--- src/include/lock_ind_cfg.svh ---
// constants for the synthesizer lock indication block
`ifndef LOCK_IND_CFG_SVH
`define LOCK_IND_CFG_SVH
`define PIN_SEL_W 6
`define PIN_SEL_LOCK 6'h0A
`define CAL_W 6
`define CAL_UNLOCKED 6'h3F
`define CAL_RESET 6'h3F
`define TEST_W 8
`define TEST_RESET 8'h00
`define LOW_HOLD_CYCLES 16
`define CNT_W 8
`endif

--- src/include/lock_ind_pkg.sv ---
// types for the synthesizer lock indication block
`include "lock_ind_cfg.svh"
package lock_ind_pkg;
    typedef enum logic [1:0] {ST_UNLOCKED, ST_LOCKED, ST_LOW_WAIT} lock_state_e;
    typedef logic [`CNT_W-1:0] count_t;
endpackage

--- src/hw/rf_pll_lock_indication.sv ---
// lock indication, pin routing, calibration result and test register
//
// Summary of operation
// - the raw detector may toggle while locked, so a falling level alone never drops lock.
// - a rising detector edge or a steady high level marks the synthesizer as locked.
// - lock is dropped only when the detector stays low continuously for the hold time.
// - a pin select of 0x0A drives the detector output onto the general output pin.
// - the calibration result reads other than 0x3F when locked and 0x3F when not.
// - the test configuration register loses its contents during sleep.
`timescale 1ns/1ns
module rf_pll_lock_indication
    import lock_ind_pkg::*;
#(
    parameter int LOW_HOLD = `LOW_HOLD_CYCLES
)
(
    input wire logic clk_sys_i,
    input wire logic reset_n_i,
    input wire logic lock_detect_i,
    input wire logic [`PIN_SEL_W-1:0] output_pin_select_field_i,
    input wire logic alt_pin_level_i,
    input wire logic [`CAL_W-1:0] cal_value_i,
    input wire logic cal_done_i,
    input wire logic sleep_i,
    input wire logic test_wr_i,
    input wire logic [`TEST_W-1:0] test_wdata_i,
    output logic general_output_pin_o,
    output logic packet_status_lock_o,
    output logic pll_locked_o,
    output logic [`CAL_W-1:0] synth_cal_result_reg_o,
    output logic [`TEST_W-1:0] test_config_reg_o
);
    typedef struct packed
    {
        lock_state_e state;
        logic det_d;
        logic pin;
        logic pstat;
        logic locked;
        logic [`CAL_W-1:0] cal;
        logic [`CAL_W-1:0] cal_seen;
        logic [`TEST_W-1:0] test;
    } top_s;
    top_s st_r;
    top_s st_nxt;
    logic held_low;

    ////////////////////////////////////////////////////////////////////////
    // one select decode, shared by the pin and the status bit
    function automatic logic routes_lock
    (
        input logic [`PIN_SEL_W-1:0] sel
    );
        return sel == `PIN_SEL_LOCK;
    endfunction

    // a rise counts even straight after a short low
    function automatic logic rose
    (
        input logic now_v,
        input logic before_v
    );
        return now_v && !before_v;
    endfunction

    // a captured 0x3F would read as unlocked, so a locked view shows 0 instead
    function automatic logic [`CAL_W-1:0] cal_view
    (
        input logic locked,
        input logic [`CAL_W-1:0] seen
    );
        logic [`CAL_W-1:0] v;
        if (!locked)
        begin
            v = `CAL_UNLOCKED;
        end
        else if (seen != `CAL_UNLOCKED)
        begin
            v = seen;
        end
        else
        begin
            v = '0;
        end
        return v;
    endfunction

    // sleep wins over a write, so nothing survives the sleep
    function automatic logic [`TEST_W-1:0] test_next
    (
        input logic [`TEST_W-1:0] cur,
        input logic sleep,
        input logic wr,
        input logic [`TEST_W-1:0] wdata
    );
        logic [`TEST_W-1:0] v;
        if (sleep)
        begin
            v = `TEST_RESET;
        end
        else if (wr)
        begin
            v = wdata;
        end
        else
        begin
            v = cur;
        end
        return v;
    endfunction

    // lock filter: rise or steady high locks, only a long low unlocks
    function automatic lock_state_e next_lock
    (
        input lock_state_e cur,
        input logic det,
        input logic det_prev,
        input logic held
    );
        lock_state_e n;
        n = cur;
        case (cur)
            ST_UNLOCKED:
            begin
                if (det)
                begin
                    n = ST_LOCKED;
                end
            end
            ST_LOCKED:
            begin
                // toggles are expected while locked; a fall only starts a wait
                if (!det)
                begin
                    n = ST_LOW_WAIT;
                end
            end
            ST_LOW_WAIT:
            begin
                if (rose(det, det_prev))
                begin
                    n = ST_LOCKED;
                end
                else if (held)
                begin
                    n = ST_UNLOCKED;
                end
            end
            default:
            begin
                n = ST_UNLOCKED;
            end
        endcase
        return n;
    endfunction

    ////////////////////////////////////////////////////////////////////////
    low_hold_timer #(.HOLD(LOW_HOLD)) u_low_timer
    (
        .clk_sys_i(clk_sys_i),
        .reset_n_i(reset_n_i),
        .level_i(lock_detect_i),
        .held_low_o(held_low)
    );

    ////////////////////////////////////////////////////////////////////////
    always_comb
    begin
        st_nxt = st_r;
        st_nxt.det_d = lock_detect_i;
        st_nxt.state = next_lock(st_r.state, lock_detect_i, st_r.det_d, held_low);
        st_nxt.locked = (st_nxt.state != ST_UNLOCKED);

        // with select 0x0A the pin and status bit carry the raw detector, which may toggle; otherwise pin takes alt_pin_level_i and status 0
        if (routes_lock(output_pin_select_field_i))
        begin
            st_nxt.pin = lock_detect_i;
            st_nxt.pstat = lock_detect_i;
        end
        else
        begin
            st_nxt.pin = alt_pin_level_i;
            st_nxt.pstat = 1'b0;
        end

        // calibration result reflects the filtered lock state
        if (cal_done_i)
        begin
            st_nxt.cal_seen = cal_value_i;
        end
        st_nxt.cal = cal_view(st_nxt.locked, st_nxt.cal_seen);

        // contents are lost in sleep; host must rewrite afterwards
        st_nxt.test = test_next(st_r.test, sleep_i, test_wr_i, test_wdata_i);
    end

    always_ff @(posedge clk_sys_i or negedge reset_n_i)
    begin
        if (!reset_n_i)
        begin
            st_r <= '{state: ST_UNLOCKED, det_d: 1'b0, pin: 1'b0, pstat: 1'b0,
                      locked: 1'b0, cal: `CAL_RESET, cal_seen: `CAL_RESET,
                      test: `TEST_RESET};
        end
        else
        begin
            st_r <= st_nxt;
        end
    end

    ////////////////////////////////////////////////////////////////////////
    assign general_output_pin_o = st_r.pin;
    assign packet_status_lock_o = st_r.pstat;
    assign pll_locked_o = st_r.locked;
    assign synth_cal_result_reg_o = st_r.cal;
    assign test_config_reg_o = st_r.test;
endmodule // rf_pll_lock_indication

--- src/hw/low_hold_timer.sv ---
// counter that reports a level held low for a number of cycles
`timescale 1ns/1ns
module low_hold_timer
    import lock_ind_pkg::*;
#(
    parameter int HOLD = `LOW_HOLD_CYCLES
)
(
    input wire logic clk_sys_i,
    input wire logic reset_n_i,
    input wire logic level_i,
    output logic held_low_o
);
    typedef struct packed
    {
        count_t cnt;
        logic held;
    } timer_s;
    timer_s st_r;
    timer_s st_nxt;

    always_comb
    begin
        st_nxt = st_r;
        if (level_i)
        begin
            st_nxt.cnt = '0;
            st_nxt.held = 1'b0;
        end
        else if (st_r.cnt < count_t'(HOLD - 1))
        begin
            st_nxt.cnt = st_r.cnt + count_t'(1);
        end
        else
        begin
            st_nxt.held = 1'b1;
        end
    end

    always_ff @(posedge clk_sys_i or negedge reset_n_i)
    begin
        if (!reset_n_i)
        begin
            st_r <= '0;
        end
        else
        begin
            st_r <= st_nxt;
        end
    end

    assign held_low_o = st_r.held;
endmodule // low_hold_timer

--- config.mk ---
export PLATFORM = sky130hd
export DESIGN_NAME = rf_pll_lock_indication
export DESIGN_NICKNAME = d
export VERILOG_FILES = /design/src/include/lock_ind_pkg.sv /design/src/hw/rf_pll_lock_indication.sv /design/src/hw/low_hold_timer.sv
export VERILOG_INCLUDE_DIRS = /design/src /design/src/include
export SDC_FILE = /design/constraint.sdc
export NUM_CORES = 1
export LEC_CHECK = 0
export BUFFER_PORTS_ARGS = -buffer_cell sky130_fd_sc_hd__buf_2
export CAP_MARGIN = 15
export CORE_MARGIN = 2
export CORE_UTILIZATION = 46
export DETAILED_ROUTE_END_ITERATION = 16
export PLACE_DENSITY_LB_ADDON = 0.2
export SYNTH_ARGS = -nofsm -noshare
export SYNTH_HDL_FRONTEND = slang
export SYNTH_HIERARCHICAL = 1
export SYNTH_SLANG_ARGS = --single-unit
--- constraint.sdc ---
create_clock -name clk_sys_i -period 1.4 [get_ports clk_sys_i]
set_input_delay 0.21 -clock clk_sys_i [delete_from_list [all_inputs] [get_ports clk_sys_i]]
set_output_delay 0.21 -clock clk_sys_i [all_outputs]
set_load 0.1 [all_outputs]
Word-level counts from Yosys, hierarchy flattened
Cells that the tools add are included.
{"block": "word_totals", "register_bits": 35, "out_inout_bits": 17}
{"block": "classes", "addsub": 1, "order_cmp": 1, "eq_ne": 5, "n_mux": 14, "reduce_logical": 6}
{"op": "8-bit two-way mux", "count": 3}
{"op": "6-bit two-way mux", "count": 3}
{"op": "2-bit two-way mux", "count": 5}
{"op": "9-bit two-way mux", "count": 1}
{"op": "8-bit by 1-bit adder with 8-bit output (second input constant)", "count": 1}
{"op": "8-bit by 4-bit < comparator with 1-bit output (second input constant)", "count": 1}
{"op": "6-bit by 4-bit == test with 1-bit output (second input constant)", "count": 1}
{"op": "6-bit inequality test (second input constant)", "count": 1}
{"op": "2-bit case mux with 3 select lines", "count": 1}
{"op": "2-bit nonzero test", "count": 3}
{"op": "2-bit by 1-bit == test with 1-bit output (second input constant)", "count": 1}
{"op": "2-bit == test (second input constant)", "count": 1}
{"op": "2-bit logical NOT", "count": 1}
{"op": "2-bit inequality test (second input constant)", "count": 1}
{"op": "1-bit logical AND", "count": 1}
{"op": "1-bit logical NOT", "count": 1}
{"op": "1-bit two-way mux", "count": 1}

Depth between registers and ports, before layout
{"block": "logic_depth", "depth_word": 6, "ltp_mapped": 5}

By module
The synthesis kept the hierarchy.
{"module": "rf_pll_lock_indication", "instances": 1, "cells_per_inst": 105, "area_each_um2": 1217.4, "seq_area_each_um2": 665.6}
{"module": "low_hold_timer", "instances": 1, "cells_per_inst": 33, "area_each_um2": 376.6, "seq_area_each_um2": 225.2}

Worst setup path after synthesis
Ideal clock, no wire load.
{"block": "synth_path", "kind": "reg2reg", "start": "register u_low_timer/st_r[5] (netlist name)", "end": "register u_low_timer/st_r[4] (netlist name)", "t_arrival_ns": 1.386, "slack_ns": -0.064, "stages_incl_launch_ff": 4, "path_buffers": 0, "cell_sequence": "dfrtp_1 -> or4_4 -> or3_1 -> a21oi_1"}
{"block": "synth_between", "elab_chain_cells": 2}
{"element": "from (decl)", "line": "low_hold_timer.sv:19", "text": "timer_s st_r;"}
{"element": "from (signal assigned)", "line": "low_hold_timer.sv:48", "text": "st_r <= st_nxt;"}
{"element": "8-bit by 4-bit < comparator with 1-bit output", "line": "low_hold_timer.sv:30", "text": "else if (st_r.cnt < count_t'(HOLD - 1))"}
{"element": "2-bit nonzero test (no source line)"}
No other way between the ends.
A chain may end at the register's enable or synchronous reset.

Worst setup path in the final report
{"block": "layout_path", "start": "register u_low_timer/st_r[6] (netlist name)", "end": "register u_low_timer/st_r[1] (netlist name)"}
The elaborated chain is that of the path after synthesis.

==> results.txt <==
commonest non-fill, non-tap cell in the layout: buf_2
Hold WC Path Type: input port to flip-flop
Root Driver: clkbuf_4
Slew HR: 67.5%
peak fanout along the critical path: 4
Ys Warns: 6
Final Core Density: 59.8%
I/O pin cnt: 44
Die X: 62.9 um
Cell Area, Synth: 1590 um2
Total GRT Usage: 16.6%
Clock Latency Late Sink: 330 ps
IO buf count: 43
Critical Path AT: 1780 ps
Antenna Nets Post-Route: 0
Placed Cells: 216
drt pass-1 iters: 4
area delta synth->final: 25.3%
crit path launch type: flip-flop
unrepaired setup endpoints after global routing: yes
status: complete, but fails checks
largest net degree at the start of global routing: 20
Row Count: 21
Final min period: 1510 ps
final non-filler cell total: 226
CP Buf/Inv Count: 0
Final Cell Area: 2000 um2
post-synthesis average cell area: 11.6 um2
Die ar.: 3950 um2
Achievable Freq: 0.661 GHz
CTS tree: done
library cells used by synthesis: 33
Clock Sinks: 35
pre-CTS setup slack: -104 ps
failing checks: negative setup slack
initial DRC count: 45
vias in the first global route: 1,145
CP max-delay cell: or4_4
setup ws final: -113 ps
cells after synthesis: 138
antenna fix cells: 0
Core Area: 3340 um2
routability congestion estimate: 0.730
CTS Buf Count: 5
number of synthesized register bits: 35
antenna violations before repair: 0
DIE HEIGHT: 62.9 um
register area share after synthesis: 55.9%
Crit path max-delay family: simple AND/OR/NAND/NOR gates
nets@finish: 207
post-place instance area: 1890 um2
Via density: 4.88
Worst-path clk slew: 100 ps
Max Slew Vio Count: 0
Starting Density: 47.8%
fraction of layout instances using a drive strength above 1: 45.6%
crit path capture type: flip-flop
Syn Nets: 166
final setup vio count: 4
aggregate global routing overflow: 0
final count of hold timing violations: 0
CTS Buffer Depth: 2
max cap viols: 0
Setup Skew: 2.35 ps
Post-DP HPWL: 2090 um
Total Routed Length: 2800 um
CP max stage delay: 550 ps
worst path cell trace: or4_4, or3_4, a21oi_2
P per Cell Area: 1280 nW/um2
WL/cell: 12.4 um
LEAKAGE: 0.993 nW
vias: 1,103
most frequent cells in the layout: 36 x buf_2, 23 x dfrtp_1, 14 x nor2_1, 13 x nand3_1, 12 x dfstp_2
Crit path required time: 1670 ps
worst vdd ir: 0.619 mV
Period Utilization, post-route: 108%
H-tree Lvls: 2
crit path kind: flip-flop to flip-flop
DRC violations left: 0
Worst-Margin Slew: 491 ps
first-pass GRT wire length: 5040 um
## cells by family (layout without fill, tap and decap cells)
kind of cell	count (synthesis)	after routing	synth area share [%]
compound gates	18	18	7.14
mux	13	13	8.87
buf+inv	24	66	9.50
flops	35	35	55.9
simple gates	47	47	17.8
fa+ha+maj	1	1	0.785
## repair_timing
| item | 4_1_cts | 5_1_grt |
|---|---|---|
| endpoints found under the setup margin | 4 | 6 |
| resized for setup | 1 | 4 |
| hold endpoints to repair | 16 | 0 |
| hold buffers | 1 | 0 |
| pin swaps | 2 | 1 |
| setup buffers | 0 | 1 |
## metal layers
layer / global-route usage [%] / share of wire [%]
met2: 28.6 / 50
met4: 6.67 / 1.7
met5: 0 / 0
met3: 6.67 / 6.8
met1: 18.1 / 42
## flip-flops by register name, indices dropped and copies added, names as in the netlist
| name | cells |
|---|---|
| general_output_pin_o | 1 |
| packet_status_lock_o | 1 |
| pll_locked_o | 1 |
| st_r | 9 |
| synth_cal_result_reg_o | 6 |
| test_config_reg_o | 8 |
| u_low_timer/held_low_o | 1 |
| u_low_timer/st_r | 8 |
## synthesized netlist by cell type
master    instances  area, um2
nand4_4           1       21.3
nor2b_4           1       13.8
buf_6             1       11.3
nand3b_1          3       22.5
inv_1             6       22.5
buf_4            14        105
and3_1            2       12.5
nor2_1           14       52.6
a21o_1            1       7.51
nor2b_1           5       31.3
dfstp_2          12        315
or3_1             2       12.5
a21oi_1           8       40.0
o21ai_0           4       20.0
nor3_1            2       10.0
buf_2             1       5.00
o21ai_1           1       5.00
clkbuf_1          1       3.75
dfrtp_1          23        576
or4_4             1       11.3
buf_1             1       3.75
mux2i_1          10        100
nor4_1            1       6.26
and4b_1           1       10.0
nand3_1          13       65.1
nor4b_2           1       15.0
o41ai_1           1       8.76
ha_1              1       12.5
mux2_2            1       11.3
mux2_4            2       30.0
o22ai_2           1       12.5
a22oi_2           1       12.5
o31ai_1           1       7.51
## power by group
group          leakage (nW)  switching, mW  total (mW)  internal [mW]
combinational         0.526          0.512       0.748          0.237
clock                0.0386          0.317       0.612          0.295
sequential            0.429         0.0593        1.19           1.13
## path summary, 6_finish.rpt
path	from	to	slack (ps)	cells after the start
max	u_low_timer/st_r[6]	u_low_timer/st_r[1]	-110	3
min	lock_detect_i	st_r[23]	30	1
max reg2reg	u_low_timer/st_r[6]	u_low_timer/st_r[1]	-110	3
min reg2reg	u_low_timer/held_low_o	st_r[25]	500	1
max in group asynchronous	reset_n_i	synth_cal_result_reg_o[3]	570	3
min in group asynchronous	reset_n_i	general_output_pin_o	320	2
## through the flow
stage,hold WS (ps),TNS [ps],power (mW)
2_1_floorplan,-85.6,-86.5,1.76
3_3_place_gp,153,-66.9,1.94
3_5_place_dp,165,-197,1.95
4_1_cts,14.6,-238,2.58
5_1_grt,14.8,-431,2.68
6_report,26.9,-230,2.55
## layout make-up
cell class	count	area, um2
Inverter	6	22.5
Clock buffer	8	68.8
Multi-Input combinational cell	79	567
Fill cell	281	1340
Timing Repair Buffer	52	390
Tap cell	46	57.6
Sequential cell	35	891
No activity file was read; power rests on OpenSTA's default activity.
